### src/verilog/pcs_pkg.sv
package pcs_pkg;

	// ----------------------------------------------------------------
	// register addresses on the serial configuration port
	// ----------------------------------------------------------------
	localparam int ADDR_W = 7;
	localparam logic [6:0] ADDR_CAL_TIMING = 7'h28;
	localparam logic [6:0] ADDR_PLL_STATUS = 7'h40;
	localparam logic [6:0] ADDR_RESET_FLAGS = 7'h41;
	localparam logic [6:0] ADDR_DAC_CHP = 7'h45;
	localparam logic [6:0] ADDR_REV_ARRAY = 7'h46;
	localparam logic [6:0] ADDR_VCO_CUR = 7'h47;

	// ----------------------------------------------------------------
	// calibration timing fields and reset values
	// ----------------------------------------------------------------
	localparam int TIM_STEP_MSB = 7;
	localparam int TIM_STEP_LSB = 6;
	localparam int TIM_CUR_MSB = 5;
	localparam int TIM_CUR_LSB = 4;
	localparam int TIM_LIM_MSB = 3;
	localparam int TIM_LIM_LSB = 0;
	localparam logic [1:0] STEP_WAIT_RST = 2'h0;
	localparam logic [1:0] CUR_WAIT_RST = 2'h1;
	localparam logic [3:0] DEC_LIMIT_RST = 4'h5;

	// ----------------------------------------------------------------
	// wait counts in core clock cycles, indexed by select code
	// ----------------------------------------------------------------
	localparam int WAIT_W = 7;
	localparam logic [6:0] STEP_WAIT_C0 = 7'h01;
	localparam logic [6:0] STEP_WAIT_C1 = 7'h02;
	localparam logic [6:0] STEP_WAIT_C2 = 7'h06;
	localparam logic [6:0] STEP_WAIT_C3 = 7'h32;
	localparam logic [6:0] CUR_WAIT_C0 = 7'h01;
	localparam logic [6:0] CUR_WAIT_C1 = 7'h0c;
	localparam logic [6:0] CUR_WAIT_C2 = 7'h3f;
	localparam logic [6:0] CUR_WAIT_C3 = 7'h7f;

	// ----------------------------------------------------------------
	// status bit positions
	// ----------------------------------------------------------------
	localparam int ST_CAL_DONE = 7;
	localparam int ST_LOCK_NOW = 5;
	localparam int ST_LOCK_QUAL = 4;
	localparam int ST_LOCK_PIN = 2;
	localparam int ST_DATA_CLOCK_PIN = 1;
	localparam int ST_DIO = 0;
	localparam int RF_SHAPE = 5;
	localparam int RF_PRBS = 3;
	localparam int RF_SYNTH = 2;
	localparam int RF_CAL_LOCK = 0;
	localparam int VC_FCOMP = 7;
	localparam int VC_CMP = 6;

	// ----------------------------------------------------------------
	// serial frame layout: 7 address bits, direction bit, 8 data bits
	// ----------------------------------------------------------------
	localparam logic [4:0] SER_DIR_BIT = 5'h07;
	localparam logic [4:0] SER_DATA_BIT = 5'h08;
	localparam logic [4:0] SER_LAST_BIT = 5'h0f;
	localparam logic [4:0] SER_FRAME_END = 5'h10;
	localparam logic SER_WRITE = 1'b1;

	typedef enum logic [2:0] {
		CAL_IDLE = 3'b000,
		CAL_DAC = 3'b001,
		CAL_ARRAY = 3'b010,
		CAL_CHP = 3'b011,
		CAL_CUR = 3'b100
	} pcs_cal_state_t;

	typedef enum logic [1:0] {
		STEP_DAC = 2'b00,
		STEP_ARRAY = 2'b01,
		STEP_CHP = 2'b10,
		STEP_CUR = 2'b11
	} pcs_cal_step_t;

endpackage

### src/verilog/pcs_cfg_serial.sv
`timescale 1ns/10ps
module pcs_cfg_serial
	import pcs_pkg::*;
(
	input wire logic core_clk_i,
	input wire logic rstn_i,
	input wire logic pclk_i,
	input wire logic pdi_i,
	input wire logic psel_n_i,
	input wire logic [7:0] rd_data_i,
	output logic [6:0] addr_o,
	output logic wr_stb_o,
	output logic [7:0] wr_data_o,
	output logic pdo_o,
	output logic pdo_oe_o
);

	logic pclk_q;
	logic [4:0] bit_q, bit_d;
	logic [7:0] sh_q, sh_d;
	logic [6:0] addr_q, addr_d;
	logic dir_q, dir_d;
	logic wr_q, wr_d;
	logic [7:0] wdat_q, wdat_d;
	logic [7:0] out_q, out_d;
	logic pdo_q, pdo_d;
	logic oe_q, oe_d;
	logic rise, fall;

	assign rise = pclk_i & ~pclk_q;
	assign fall = ~pclk_i & pclk_q;

	// ----------------------------------------------------------------
	// frame decode: sample on rising edge, shift out on falling edge
	// ----------------------------------------------------------------
	always_comb begin
		bit_d = bit_q;
		sh_d = sh_q;
		addr_d = addr_q;
		dir_d = dir_q;
		wr_d = 1'b0;
		wdat_d = wdat_q;
		out_d = out_q;
		pdo_d = pdo_q;
		oe_d = oe_q;
		if (psel_n_i) begin
			bit_d = '0;
			oe_d = 1'b0;
			pdo_d = 1'b0;
		end else if (rise && bit_q != SER_FRAME_END) begin
			sh_d = {sh_q[6:0], pdi_i};
			bit_d = bit_q + 5'h01;
			if (bit_q == SER_DIR_BIT - 5'h01)
				addr_d = {sh_q[5:0], pdi_i};
			if (bit_q == SER_DIR_BIT)
				dir_d = pdi_i;
			if (bit_q == SER_LAST_BIT && dir_q == SER_WRITE) begin
				wr_d = 1'b1;
				wdat_d = {sh_q[6:0], pdi_i};
			end
		end else if (fall && dir_q != SER_WRITE) begin
			if (bit_q == SER_DATA_BIT && !oe_q) begin
				out_d = rd_data_i;
				pdo_d = rd_data_i[7];
				oe_d = 1'b1;
			end else if (oe_q && bit_q != SER_FRAME_END) begin
				out_d = {out_q[6:0], 1'b0};
				pdo_d = out_q[6];
			end
		end
	end

	always_ff @(posedge core_clk_i or negedge rstn_i) begin
		if (!rstn_i) begin
			pclk_q <= 1'b0;
			bit_q <= '0;
			sh_q <= '0;
			addr_q <= '0;
			dir_q <= 1'b0;
			wr_q <= 1'b0;
			wdat_q <= '0;
			out_q <= '0;
			pdo_q <= 1'b0;
			oe_q <= 1'b0;
		end else begin
			pclk_q <= pclk_i;
			bit_q <= bit_d;
			sh_q <= sh_d;
			addr_q <= addr_d;
			dir_q <= dir_d;
			wr_q <= wr_d;
			wdat_q <= wdat_d;
			out_q <= out_d;
			pdo_q <= pdo_d;
			oe_q <= oe_d;
		end
	end

	assign addr_o = addr_q;
	assign wr_stb_o = wr_q;
	assign wr_data_o = wdat_q;
	assign pdo_o = pdo_q;
	assign pdo_oe_o = oe_q;

endmodule

### src/verilog/pcs_regs.sv
`timescale 1ns/10ps
module pcs_regs
	import pcs_pkg::*;
#(
	// arbitrary value, not a real part code
	parameter logic [2:0] SILICON_REVISION = 3'h5
) (
	input wire logic core_clk_i,
	input wire logic rstn_i,
	input wire logic pclk_i,
	input wire logic pdi_i,
	input wire logic psel_n_i,
	output logic pdo_o,
	output logic pdo_oe_o,
	input wire logic cal_start_i,
	input wire logic pll_lock_now_i,
	input wire logic pll_lock_qualified_i,
	input wire logic lock_pin_i,
	input wire logic data_clock_pin_i,
	input wire logic data_io_pin_i,
	input wire logic shaping_filter_cleared_i,
	input wire logic prbs_cleared_i,
	input wire logic synth_digital_cleared_i,
	input wire logic cal_logic_cleared_i,
	input wire logic lock_det_cleared_i,
	input wire logic [3:0] cal_dac_i,
	input wire logic [3:0] chp_current_i,
	input wire logic [4:0] vco_array_i,
	input wire logic freq_comp_i,
	input wire logic freq_comp_enable_i,
	input wire logic vco_cal_comp_i,
	input wire logic [5:0] vco_cal_current_i,
	output logic [1:0] step_wait_select_o,
	output logic [1:0] vco_current_wait_select_o,
	output logic [3:0] comparator_decision_limit_o,
	output logic cal_busy_o,
	output logic cal_complete_o,
	output logic cal_step_strobe_o,
	output logic [1:0] cal_step_o
);

	// ----------------------------------------------------------------
	// serial port and register storage
	// ----------------------------------------------------------------
	logic [6:0] ser_addr;
	logic ser_wr;
	logic [7:0] ser_wdata;
	logic [7:0] rd_data;

	logic [1:0] step_sel_q, step_sel_d;
	logic [1:0] cur_sel_q, cur_sel_d;
	logic [3:0] dec_lim_q, dec_lim_d;

	logic [7:0] pll_status_q, pll_status_d;
	logic [7:0] reset_flags_q, reset_flags_d;
	logic [7:0] dac_chp_q, dac_chp_d;
	logic [7:0] rev_array_q, rev_array_d;
	logic [7:0] vco_cur_q, vco_cur_d;

	pcs_cal_state_t cal_q, cal_d;
	logic done_flag_q, done_flag_d;
	logic strobe_q, strobe_d;
	logic [1:0] step_q, step_d;
	logic busy_q, busy_d;

	logic tmr_start;
	logic [6:0] tmr_cycles;
	logic tmr_done;
	logic [6:0] step_wait;
	logic [6:0] cur_wait;
	logic cal_lock_done;
	logic fcomp_gated;

	// ----------------------------------------------------------------
	// serial configuration port
	// ----------------------------------------------------------------
	pcs_cfg_serial u_serial (
		.core_clk_i(core_clk_i),
		.rstn_i(rstn_i),
		.pclk_i(pclk_i),
		.pdi_i(pdi_i),
		.psel_n_i(psel_n_i),
		.rd_data_i(rd_data),
		.addr_o(ser_addr),
		.wr_stb_o(ser_wr),
		.wr_data_o(ser_wdata),
		.pdo_o(pdo_o),
		.pdo_oe_o(pdo_oe_o)
	);

	// ----------------------------------------------------------------
	// calibration timing register
	// ----------------------------------------------------------------
	always_comb begin
		step_sel_d = step_sel_q;
		cur_sel_d = cur_sel_q;
		dec_lim_d = dec_lim_q;
		if (ser_wr && ser_addr == ADDR_CAL_TIMING) begin
			step_sel_d = ser_wdata[TIM_STEP_MSB:TIM_STEP_LSB];
			cur_sel_d = ser_wdata[TIM_CUR_MSB:TIM_CUR_LSB];
			dec_lim_d = ser_wdata[TIM_LIM_MSB:TIM_LIM_LSB];
		end
	end

	always_ff @(posedge core_clk_i or negedge rstn_i) begin
		if (!rstn_i) begin
			step_sel_q <= STEP_WAIT_RST;
			cur_sel_q <= CUR_WAIT_RST;
			dec_lim_q <= DEC_LIMIT_RST;
		end else begin
			step_sel_q <= step_sel_d;
			cur_sel_q <= cur_sel_d;
			dec_lim_q <= dec_lim_d;
		end
	end

	// ----------------------------------------------------------------
	// wait length lookup
	// ----------------------------------------------------------------
	always_comb begin
		case (step_sel_q)
			2'h0: step_wait = STEP_WAIT_C0;
			2'h1: step_wait = STEP_WAIT_C1;
			2'h2: step_wait = STEP_WAIT_C2;
			2'h3: step_wait = STEP_WAIT_C3;
			default: step_wait = STEP_WAIT_C0;
		endcase
		case (cur_sel_q)
			2'h0: cur_wait = CUR_WAIT_C0;
			2'h1: cur_wait = CUR_WAIT_C1;
			2'h2: cur_wait = CUR_WAIT_C2;
			2'h3: cur_wait = CUR_WAIT_C3;
			default: cur_wait = CUR_WAIT_C1;
		endcase
	end

	// ----------------------------------------------------------------
	// step wait timer
	// ----------------------------------------------------------------
	pcs_wait_timer #(
		.CNT_W(WAIT_W)
	) u_timer (
		.core_clk_i(core_clk_i),
		.rstn_i(rstn_i),
		.start_i(tmr_start),
		.cycles_i(tmr_cycles),
		.done_o(tmr_done)
	);

	// ----------------------------------------------------------------
	// calibration sequencer
	// ----------------------------------------------------------------
	always_comb begin
		cal_d = cal_q;
		done_flag_d = done_flag_q;
		strobe_d = 1'b0;
		step_d = step_q;
		busy_d = busy_q;
		tmr_start = 1'b0;
		tmr_cycles = step_wait;
		case (cal_q)
			CAL_IDLE: begin
				if (cal_start_i) begin
					done_flag_d = 1'b0;
					busy_d = 1'b1;
					tmr_start = 1'b1;
					cal_d = CAL_DAC;
				end
			end
			CAL_DAC: begin
				if (tmr_done) begin
					strobe_d = 1'b1;
					step_d = STEP_DAC;
					tmr_start = 1'b1;
					cal_d = CAL_ARRAY;
				end
			end
			CAL_ARRAY: begin
				if (tmr_done) begin
					strobe_d = 1'b1;
					step_d = STEP_ARRAY;
					tmr_start = 1'b1;
					cal_d = CAL_CHP;
				end
			end
			CAL_CHP: begin
				if (tmr_done) begin
					strobe_d = 1'b1;
					step_d = STEP_CHP;
					tmr_start = 1'b1;
					tmr_cycles = cur_wait;
					cal_d = CAL_CUR;
				end
			end
			CAL_CUR: begin
				if (tmr_done) begin
					strobe_d = 1'b1;
					step_d = STEP_CUR;
					busy_d = 1'b0;
					done_flag_d = 1'b1;
					cal_d = CAL_IDLE;
				end
			end
			default: begin
				cal_d = CAL_IDLE;
				busy_d = 1'b0;
			end
		endcase
	end

	always_ff @(posedge core_clk_i or negedge rstn_i) begin
		if (!rstn_i) begin
			cal_q <= CAL_IDLE;
			done_flag_q <= 1'b0;
			strobe_q <= 1'b0;
			step_q <= STEP_DAC;
			busy_q <= 1'b0;
		end else begin
			cal_q <= cal_d;
			done_flag_q <= done_flag_d;
			strobe_q <= strobe_d;
			step_q <= step_d;
			busy_q <= busy_d;
		end
	end

	// ----------------------------------------------------------------
	// combined readback terms
	// ----------------------------------------------------------------
	// both resets finished
	assign cal_lock_done = cal_logic_cleared_i & lock_det_cleared_i;
	assign fcomp_gated = freq_comp_i & freq_comp_enable_i;

	// ----------------------------------------------------------------
	// status capture, refreshed every cycle
	// ----------------------------------------------------------------
	always_comb begin
		pll_status_d = '0;
		reset_flags_d = '0;
		pll_status_d[ST_CAL_DONE] = done_flag_d;
		pll_status_d[ST_LOCK_NOW] = pll_lock_now_i;
		pll_status_d[ST_LOCK_QUAL] = pll_lock_qualified_i;
		pll_status_d[ST_LOCK_PIN] = lock_pin_i;
		pll_status_d[ST_DATA_CLOCK_PIN] = data_clock_pin_i;
		pll_status_d[ST_DIO] = data_io_pin_i;
		reset_flags_d[RF_SHAPE] = shaping_filter_cleared_i;
		reset_flags_d[RF_PRBS] = prbs_cleared_i;
		reset_flags_d[RF_SYNTH] = synth_digital_cleared_i;
		reset_flags_d[RF_CAL_LOCK] = cal_lock_done;
		dac_chp_d = {cal_dac_i, chp_current_i};
		rev_array_d = {SILICON_REVISION, vco_array_i};
		vco_cur_d = '0;
		vco_cur_d[VC_FCOMP] = fcomp_gated;
		vco_cur_d[VC_CMP] = vco_cal_comp_i;
		vco_cur_d[VC_CMP-1:0] = vco_cal_current_i;
	end

	always_ff @(posedge core_clk_i or negedge rstn_i) begin
		if (!rstn_i) begin
			pll_status_q <= '0;
			reset_flags_q <= '0;
			dac_chp_q <= '0;
			rev_array_q <= '0;
			vco_cur_q <= '0;
		end else begin
			pll_status_q <= pll_status_d;
			reset_flags_q <= reset_flags_d;
			dac_chp_q <= dac_chp_d;
			rev_array_q <= rev_array_d;
			vco_cur_q <= vco_cur_d;
		end
	end

	// ----------------------------------------------------------------
	// read mux, writes to status addresses have no decode
	// ----------------------------------------------------------------
	always_comb begin
		case (ser_addr)
			ADDR_CAL_TIMING: rd_data = {step_sel_q, cur_sel_q, dec_lim_q};
			ADDR_PLL_STATUS: rd_data = pll_status_q;
			ADDR_RESET_FLAGS: rd_data = reset_flags_q;
			ADDR_DAC_CHP: rd_data = dac_chp_q;
			ADDR_REV_ARRAY: rd_data = rev_array_q;
			ADDR_VCO_CUR: rd_data = vco_cur_q;
			default: rd_data = '0;
		endcase
	end

	// ----------------------------------------------------------------
	// registered outputs
	// ----------------------------------------------------------------
	assign step_wait_select_o = step_sel_q;
	assign vco_current_wait_select_o = cur_sel_q;
	assign comparator_decision_limit_o = dec_lim_q;
	assign cal_busy_o = busy_q;
	assign cal_complete_o = done_flag_q;
	assign cal_step_strobe_o = strobe_q;
	assign cal_step_o = step_q;

endmodule

### src/verilog/pcs_wait_timer.sv
`timescale 1ns/10ps
module pcs_wait_timer
	import pcs_pkg::*;
#(
	parameter int CNT_W = WAIT_W
) (
	input wire logic core_clk_i,
	input wire logic rstn_i,
	input wire logic start_i,
	input wire logic [CNT_W-1:0] cycles_i,
	output logic done_o
);

	logic [CNT_W-1:0] cnt_q, cnt_d;
	logic busy_q, busy_d;
	logic done_q, done_d;

	// ----------------------------------------------------------------
	// down counter, one done pulse when the wait runs out
	// ----------------------------------------------------------------
	always_comb begin
		cnt_d = cnt_q;
		busy_d = busy_q;
		done_d = 1'b0;
		if (start_i) begin
			cnt_d = cycles_i;
			busy_d = 1'b1;
		end else if (busy_q) begin
			cnt_d = cnt_q - {{(CNT_W-1){1'b0}}, 1'b1};
			if (cnt_q <= {{(CNT_W-1){1'b0}}, 1'b1}) begin
				busy_d = 1'b0;
				done_d = 1'b1;
			end
		end
	end

	always_ff @(posedge core_clk_i or negedge rstn_i) begin
		if (!rstn_i) begin
			cnt_q <= '0;
			busy_q <= 1'b0;
			done_q <= 1'b0;
		end else begin
			cnt_q <= cnt_d;
			busy_q <= busy_d;
			done_q <= done_d;
		end
	end

	assign done_o = done_q;

endmodule
### config.mk
export PLATFORM = sky130hd
export DESIGN_NAME = pcs_regs
export DESIGN_NICKNAME = d
export VERILOG_FILES = /design/src/verilog/pcs_pkg.sv /design/src/verilog/pcs_cfg_serial.sv /design/src/verilog/pcs_regs.sv /design/src/verilog/pcs_wait_timer.sv
export SDC_FILE = /design/constraint.sdc
export NUM_CORES = 1
export LEC_CHECK = 0
export ABC_AREA = 1
export BUFFER_PORTS_ARGS = -buffer_cell sky130_fd_sc_hd__buf_4
export CELL_PAD_IN_SITES_DETAIL_PLACEMENT = 0
export CELL_PAD_IN_SITES_GLOBAL_PLACEMENT = 1
export CORE_MARGIN = 2
export CORE_UTILIZATION = 40
export DETAILED_ROUTE_END_ITERATION = 12
export HOLD_SLACK_MARGIN = 0.15
export PLACE_DENSITY = 0.77
export SETUP_SLACK_MARGIN = 0.15
export SLEW_MARGIN = 10
export SYNTH_ARGS = -nofsm -noshare
export SYNTH_HDL_FRONTEND = slang
export SYNTH_SLANG_ARGS = --single-unit
### constraint.sdc
create_clock -name core_clk_i -period 1.6 [get_ports core_clk_i]
set_input_delay 0.08 -clock core_clk_i [delete_from_list [all_inputs] [get_ports core_clk_i]]
set_output_delay 0.08 -clock core_clk_i [all_outputs]
set_load 0.01 [all_outputs]
==> run metrics, run 1 <==
initial antenna violation count 0; pre-CTS setup slack -0.07985 ns; syn_nets roughly 500; arrival time worst endpoint 1.85 ns; Die Wd about 110 um; Hold Vio Cnt, Final 0; core area roughly 10,000 um2; global-route wire length before repair ~17,000 um; Leakage approximately 0.0028 uW; final clock period utilization by the worst path 100.8%; WL/cell 14.62 um; Post-synth EDFFs 0; Avg Cell Area, Syn approximately 9.3 um2; largest area contributor in the netlist dfrtp_1; Worst setup SP type register; Num CTS Buffers 9; FF/Latch Area about 2400 um2; design area 6077 um2; Register-to-Register Path Depth 10; Die Span Y approximately 110 um; iteration-0 DRC count of the detailed router around 180; Placer Congestion ~0.82; peak supply drop about 490 uV; dominant synthesized flop cell dfrtp_1; DR pass1 iterations 4; via count 3,553; Critical Path Fanout Max 8; synthesized area 4240 um2; clock skew roughly 0.012 ns; Final min period between 1.5 and 2 ns; Reg clk slew, reported paths 0.09 ns; Antenna Nets Post-Route 0; Hold Slack approximately 0.18 ns; DP Wirelength 6955 um; total track usage between 15 and 20%; placed cell area about 5000 um2; fillers 900; Post-Syn Instances ~460; post-synth top area share around 54%; #FFs+latches synth between 90 and 100; synth cell count leaders nand2_1, dfrtp_1, inv_1, nand3_1, o21ai_0; final layout net count between 600 and 700; clock sink total 95; failing checks setup timing; Cell Pwr Density 968.7 nW/um2; vias per inst between 4 and 5; clock latency on the worst-skew pair between 0.3 and 0.4 ns; Slew Limit Fails 0; drt drc 0; Port Buffer Count 52; GRT overflow 0; Hold Path Class primary input to asynchronous set/reset pin; area grow syn2layout 43.32%; CTS tree built; n_diodes 0; final non-filler cell total approximately 740; die area around 11,000 um2; share of cells above drive strength 1 36.47%; CP Capture Type register; multi-input combinational cell area roughly 1900 um2; Async SR Flop Fraction 100.0%; num rows 37; CTS Buffer Depth 2; dpl cells between 600 and 700; f_max around 0.62 GHz; Root Driver clkbuf_8; starting density of the core between 40% and 50%; reg-to-reg slack, setup -0.01 ns; I/O pin count 53; most common cell in the netlist nand2_1; WS Path Type register to register; synth warn 0; status finished with violations; Total Wirelength 10,850 um; Final setup viols 6; vias in the first global route roughly 3,400; Seq/Total Area, Yosys between 50% and 60%; MaxCap Viol Count 0; Area contributors post-synth dfrtp_1, nand2_1, nand3_1, o21ai_0, inv_1; unrepaired setup endpoints after global routing true; CTS H-tree depth 3; Req. time, crit path approximately 1.8 ns; unique cell type count in the Yosys netlist 36; largest net degree at the start of global routing 52; fin worst setup slack -0.01219 ns
==> worst paths after layout <==
check | endpoint | from
setup / recovery | u_serial.wr_data_o[7] | u_serial.bit_q[0]
hold / removal | u_timer.cnt_q[5] | rstn_i
setup reg to reg | u_serial.wr_data_o[7] | u_serial.bit_q[0]
hold reg to reg | u_serial.out_q[1] | u_serial.out_q[1]
max in group asynchronous | comparator_decision_limit_o[0] | rstn_i
min in group core_clk_i | pll_status_q[1] | data_clock_pin_i
==> flip-flops by register name, summed over array words and instances (netlist names), 5 cells and up, named ones only <==
signal,count
u_serial.addr_o,7
u_timer.cnt_q,7
vco_cur_q,8
pll_status_q,5
u_serial.wr_data_o,8
dac_chp_q,8
u_serial.sh_q,7
rev_array_q,6
u_serial.out_q,7
u_serial.bit_q,5
==> worst max-delay path: stages, from the launching register on <==
cell and delay, ns:
dfrtp_1 0.40, buf_4 0.13, buf_4 0.13, ha_1 0.20, nand2_1 0.07, nor2_1 0.04
ha_2 0.21, nand3_4 0.17, inv_2 0.05, nand2_1 0.05, nand2_1 0.05
==> metrics by stage <==
step	total power [uW]	util [%]	setup TNS (ns)
after floorplan	3502	-	0
after global placement	3866	47.91	0
after detailed placement	3895	47.91	-0.4910
after CTS	5761	56.55	0
after global routing	6267	58.87	-2.364
final	5887	58.87	-0.03032
==> report_power, final <==
part	switching, uW	internal, uW	total (uW)
combinational	763	608	1370
sequential	171	2640	2810
clock	775	927	1700
total	1710	4180	5890
==> timing repair <==
item | 4_1_cts | 5_1_grt
pin swaps | 13 | 15
hold buffers | 36 | 1
gates cloned | 4 | 2
buffers inserted | 15 | 9
endpoints found under the hold margin | 133 | 1
setup endpoints to repair | 50 | 52
gates resized for setup | 53 | 41
==> layout by cell type (no fill, tap or decap), types with 4 or more instances in the layout <==
cell type       n
o21ai_2        15
buf_4          87
a21oi_1         5
nor2_2          8
nor2_1         17
ha_1            4
dfrtp_1        90
buf_6           4
clkbuf_8       10
nand3_1        48
nand2_4         4
o21ai_0        22
inv_2          11
nand2_2        35
dlygate4sd3_1  37
buf_12          4
o21ai_1        17
nand2_1        84
nor2_4          6
inv_1          39
nand3_4         5
==> per-layer routing <==
layer  GRT usage, %  wire [um]  up-vias  share of wire, %
met5              0          0        -                 0
met4          4.360         82        0              0.76
met3          3.343        268        6               2.5
met2          31.89       5465       57                50
met1          26.75       5034     1702                46
li1               -          -     1788                 -
==> layout make-up <==
| type | instances | area share, % |
|---|---|---|
| clock buffers | 13 | 2.450 |
| inverters | 54 | 3.603 |
| repair buffers | 135 | 20.01 |
| flip-flops and latches | 95 | 39.22 |
| well taps | 136 | 2.800 |
| clock inverters | 3 | 1.112 |
| multi-input cells | 306 | 30.80 |
==> kinds of logic after synthesis <==
kind of cell | after synthesis | synth area share (%)
xor+xnor | 4 | 0.8264
flops | 95 | 56.15
simple gates | 216 | 24.05
compound gates | 72 | 10.36
buf+inv | 61 | 5.960
fa+ha+maj | 6 | 1.770
other cells | 1 | 0.08844
mux | 3 | 0.7966
No activity file was read; power rests on OpenSTA's default activity.
==> run 2, diff against run 1 <==
--- a/constraint.sdc
+++ b/constraint.sdc
@@ -3,2 +3,2 @@
 set_output_delay 0.08 -clock core_clk_i [all_outputs]
-set_load 0.01 [all_outputs]
+set_load 0.1 [all_outputs]
==> run 2 against run 1 <==
The run still ends with setup timing left. Clock skew down 0.0047 ns. Sequential power about the same. Worst setup slack worse by 0.043 ns. Clock-buffer cell count down 1. Register-to-register slack worse by 0.04 ns. Routed wire length up 1.6%. Critical path depth up 1. First-iteration DRC count up 16%. Maximum frequency down 2.6%. Critical endpoint is now u_serial.dir_q. Largest cell class unchanged.
==> run metrics, run 2 (synthesis results as in run 1) <==
status finished with violations; failing checks setup timing; DR pass1 iterations 4 (unchanged); clock skew 0.007487 ns (-0.004655 ns); Final Util 59.45% (+0.58 points); commonest non-fill, non-tap cell in the layout nand2_1; initial antenna violation count 0 (unchanged); fillers 866 (-3.8%); vias in the first global route 3,484 (+2.5%); Slew Limit Fails 0 (unchanged); highest-count cells in the layout ignoring fill and taps nand2_1, dfrtp_1, buf_4, nand3_1, inv_1; unrepaired setup endpoints after global routing true; clock sink total 95 (unchanged); Hold Vio Cnt, Final 0 (unchanged); CP Capture Type register; total track usage 19.45% (+0.14 points); Worst setup SP type register; CTS Buffer Depth 2 (unchanged); arrival time worst endpoint 1.91 ns (+0.06 ns); Worst Tran Pin Value 0.5780 ns; I/O pin count 53 (unchanged); Final min period 1.655 ns (+0.04320 ns); CTS H-tree depth 3 (unchanged); Hold Path Class primary input to asynchronous set/reset pin; Req. time, crit path 1.86 ns (+0.02 ns); final layout net count 642 (-0.47%); share of cells above drive strength 1 36.05% (-0.42 points); fin worst setup slack -0.05539 ns (-0.04320 ns); Root Driver clkbuf_8; n_diodes 0 (unchanged); Die Span Y 107.0 um (unchanged); Critical Path Fanout Max 7 (-1); global-route wire length before repair 17,260 um (+0.60%); core area 10,320 um2 (unchanged); area grow syn2layout 44.73%; final clock period utilization by the worst path 103.5% (+2.7 points); Placer Congestion 0.7547 (-8.2%); f_max 0.6041 GHz (-2.6%); WS Path Type register to register; Slew HR about three fifths; MaxCap Viol Count 0 (unchanged); Total Wirelength 11,030 um (+1.6%); Leakage 0.002892 uW (+2.0%); Reg clk slew, reported paths 0.09 ns (about the same); die area 11,440 um2 (unchanged); drt drc 0 (unchanged); Port Buffer Count 52 (unchanged); Cell Pwr Density 1040 nW/um2 (+7.3%); iteration-0 DRC count of the detailed router 208 (+16%); clock latency on the worst-skew pair 0.37 ns (+0.02 ns); largest net degree at the start of global routing 53 (+1.9%); total negative setup slack -0.2993 ns (-0.2690 ns); Hold Slack 0.2498 ns (+0.07306 ns); CTS tree built; Die Wd 107.0 um (unchanged); WL/cell 14.94 um (+2.2%); starting density of the core 41.07% (unchanged); vias per inst 4.825 (+0.77%); num rows 37 (unchanged); DP Wirelength 6947 um (-0.12%); via count 3,561 (+0.23%); Final setup viols 17 (+11); Num CTS Buffers 9 (unchanged); Antenna Nets Post-Route 0 (unchanged); GRT overflow 0 (unchanged); peak supply drop 566.3 uV (+16%)
==> run 2: cell count changes in the layout (fill, tap and decap cells not counted), moves of 3 or more <==
cell      previous run  this run
o21ai_1             17        14
nand2_4              4         9
nand2_1             84        98
nand2_2             35        16
o21ai_2             15        18
buf_4               87        82
clkbuf_1             3         0
==> run 2: final timing paths <==
path                                      start                end  slack [ns]  cells past startpoint
setup reg to reg              u_serial.bit_q[1]     u_serial.dir_q       -0.06                     11
hold reg to reg               u_serial.out_q[2]  u_serial.out_q[2]        0.48                      2
setup / recovery              u_serial.bit_q[1]     u_serial.dir_q       -0.06                     11
min in group core_clk_i    vco_cal_current_i[5]       vco_cur_q[5]        0.36                      2
max in group asynchronous                rstn_i           cal_q[2]        0.39                      3
hold / removal                           rstn_i   u_timer.cnt_q[3]        0.25                      3
==> run 2: where the power goes <==
part	internal [uW]	leakage [uW]	switching, uW
registers	2640	0.00120	182
logic	691	0.00157	1060
clock network	998	0.000118	814
==> run 2: metal layers <==
layer	up-vias	global-route usage (%)	wire, um
met5	-	0	0
met4	0	5.659	106
met1	1712	26.22	4921
met3	7	5.046	416
li1	1773	-	-
met2	69	31.07	5583
==> run 2: through the flow <==
stage          std cells  setup WS (ns)  power (uW)  instance area, um2
2_1_floorplan        458        0.07795        3699                4254
3_3_place_gp         662        0.01652        4090                4975
3_5_place_dp         662       0.003578        4112                4975
4_1_cts              724       0.005054        6123                5689
5_1_grt              738        -0.1554        6732                6137
6_report             738       -0.05539        6381                6137
==> run 2: layout make-up <==
class                           instances  area (um2)  area share [%]
Inverter                               54       220.2           3.588
Clock buffer                           12       165.2           2.691
Multi-Input combinational cell        306        1934           31.52
Sequential cell                        95        2390           38.94
Timing Repair Buffer                  132        1192           19.43
Clock inverter                          3       65.06           1.060
Tap cell                              136       170.2           2.773
==> run 2: what timing repair did <==
item	4_1_cts	5_1_grt
buffers inserted	6	12
pin swaps	10	23
hold endpoints to repair	138	0
cloned	3	2
hold buffers	38	0
setup endpoints to repair	47	52
resized for setup	14	92
==> run 2: worst max-delay path: stages, from the launching register on <==
cell	delay (ns)
dfrtp_1	0.36
inv_2	0.06
ha_4	0.15
inv_2	0.06
nor2_4	0.05
nand3_4	0.09
nand3_4	0.11
nor2_8	0.20
buf_8	0.16
nand4_1	0.12
nand2_1	0.10
o21ai_1	0.07
==> run 3, diff against run 2 <==
CORE_UTILIZATION = 44   (was 40)
PLACE_DENSITY = 0.8   (was 0.77)
clock period = 1.85 ns   (was 1.6 ns; I/O delays follow)
==> run 3 against run 2 <==
The flow now finishes without violations. Final cell count is 4.3% lower. Core utilization increased by 1.0 points. Sequential share of layout area grew 3.5 points. Critical endpoint unchanged. Largest cell class unchanged. Highest routed layer unchanged.
==> run metrics, run 3 (synthesis results as in run 1) <==
arrival time worst endpoint 2.00 ns (+0.09 ns); Req. time, crit path 2.10 ns (+0.24 ns); clock skew 0.01267 ns (+0.005187 ns); Power Total 5078 uW (-20%); n_diodes 0 (unchanged); design area 5614 um2 (-8.5%); final clock period utilization by the worst path 94.32% (-9.1 points); Leakage 0.002657 uW (-8.1%); Hold Path Class primary input to asynchronous set/reset pin; fillers 802 (-7.4%); Hold Vio Cnt, Final 0 (unchanged); total track usage 20.49% (+1.0 points); Worst setup SP type register; largest stage delay on the critical path 0.41 ns (+0.05 ns); Placer Congestion 0.8009 (+6.1%); I/O pin count 53 (unchanged); GRT overflow 0 (unchanged); CTS tree built; starting density of the core 45.67% (+4.6 points); Hold Slack 0.2237 ns (-0.02603 ns); Root Driver clkbuf_8; clock latency on the worst-skew pair 0.37 ns (about the same); Reg clk slew, reported paths 0.09 ns (about the same); DR pass1 iterations 4 (unchanged); Slew HR 66.05% (+4.7 points); largest net degree at the start of global routing 40 (-25%); register share of total power 47.5% (+3.3 points); WL/cell 14.88 um (-0.43%); global-route wire length before repair 16,190 um (-6.2%); Die Wd 102.2 um (-4.5%); peak supply drop 498.9 uV (-12%); DP Wirelength 6907 um (-0.56%); drt drc 0 (unchanged); initial antenna violation count 0 (unchanged); Most common cell on crit path inv_2; die area 10,440 um2 (-8.8%); unrepaired setup endpoints after global routing true; Register-to-Register Path Depth 11 (unchanged); MaxCap Viol Count 0 (unchanged); final layout net count 616 (-4.0%); area grow syn2layout 32.40%; via count 3,464 (-2.7%); Final Util 60.47% (+1.0 points); Final min period 1.745 ns (+0.08953 ns); iteration-0 DRC count of the detailed router 110 (-47%); num rows 35 (-5.4%); Total Wirelength 10,500 um (-4.7%); Cell Pwr Density 904.5 nW/um2 (-13%); Comb power frac 23.0% (-4.4 points); vias in the first global route 3,258 (-6.5%); Slew Limit Fails 0 (unchanged); placed cell area 4836 um2 (-2.8%); Port Buffer Count 52 (unchanged); reg-to-reg startpoint u_serial.bit_q[1]; Pint 3464 uW (-20%); ordered cell list for the critical path inv_2, ha_4, inv_2, nor2_4, nand3_2, nand3_4, nor2_8, buf_8, nand4_1, nand2_1, o21ai_1; core area 9284 um2 (-10%); Worst path slowest cell dfrtp_1; status finished clean; WS Path Type register to register; Die Span Y 102.2 um (-4.5%); clock sink total 95 (unchanged); Sw Pwr 1614 uW (-21%); CP Capture Type register; Antenna Nets Post-Route 0 (unchanged); highest-count cells in the layout ignoring fill and taps nand2_1, dfrtp_1, buf_4, nand3_1, inv_1; CTS H-tree depth 3 (unchanged); Final setup viols 0 (-17); f_max 0.5731 GHz (-5.1%); Num CTS Buffers 9 (unchanged); R2R Path End u_serial.dir_q; share of cells above drive strength 1 25.82% (-10 points); sw frac 31.77% (-0.41 points); clock power share 29.5% (+1.1 points); Worst Tran Pin Value 0.5093 ns (-0.06879 ns); reg-to-reg slack, setup 0.11 ns (+0.16 ns); commonest non-fill, non-tap cell in the layout nand2_1; vias per inst 4.907 (+1.7%); CTS Buffer Depth 2 (unchanged); Critical Path Fanout Max 5 (-2); total negative setup slack 0 ns (+0.2993 ns)
[run 3: stage by stage]
stage | cells | setup slack, ns
2_1_floorplan | 458 | 0.2689
3_3_place_gp | 641 | 0.1786
3_5_place_dp | 641 | 0.1284
4_1_cts | 698 | 0.1560
5_1_grt | 706 | 0.03990
6_report | 706 | 0.1051
[run 3: final cells by class]
class | instances | area (um2) | share of cell area [%]
clock buffer | 11 | 131.4 | 2.340
clock inverter | 5 | 81.33 | 1.449
inverter | 54 | 205.2 | 3.655
multi-input combinational | 305 | 1720 | 30.64
sequential | 95 | 2382 | 42.43
tap | 129 | 161.4 | 2.875
timing repair buffer | 107 | 932.1 | 16.60
[run 3: worst max-delay path by stage]
stage,startpoint,endpoint,slack (ns),cells past startpoint
floorplan,step_wait_select_o[1],u_timer.cnt_q[0],0.27,4
global placement,u_serial.bit_q[0],u_serial.out_q[4],0.18,12
detailed placement,u_serial.bit_q[0],u_serial.out_q[4],0.13,12
CTS,u_serial.bit_q[1],u_serial.dir_q,0.16,11
global route,u_serial.bit_q[1],u_serial.dir_q,0.04,11
finish,u_serial.bit_q[1],u_serial.dir_q,0.11,11
[run 3: critical path: cells and delay by family (launching register included)]
family	cells	cell delay (ns)
AND/OR/NAND/NOR	6	0.71
flip-flops	1	0.41
buffers and inverters	3	0.27
adder cells (fa/ha/maj)	1	0.15
AO/OA/AOI/OAI	1	0.08
[run 3: power groups by stage]
stage | Sequential, uW | Combinational (uW) | Clock (uW)
final | 2410 | 1170 | 1500
after global routing | 2440 | 1310 | 1610
after CTS | 2410 | 1140 | 1540
after detailed placement | 2450 | 1080 | 0
after global placement | 2440 | 1060 | 0
after floorplan | 2610 | 592 | 0
[run 3: timing repair]
item | CTS | global route
hold buffers | 37 | 0
gates cloned | 1 | 2
pin swaps | 2 | 6
buffers inserted | 3 | 6
hold endpoints to repair | 115 | 0
resized for setup | 3 | 26
endpoints found under the setup margin | 9 | 30
[run 3: metal layers]
metal | global-route usage [%] | vias to the layer above | wire, um
li1 | - | 1718 | -
met1 | 28.01 | 1677 | 4967
met2 | 33.25 | 61 | 5108
met3 | 3.967 | 8 | 320
met4 | 6.462 | 0 | 107
met5 | 0 | - | 0
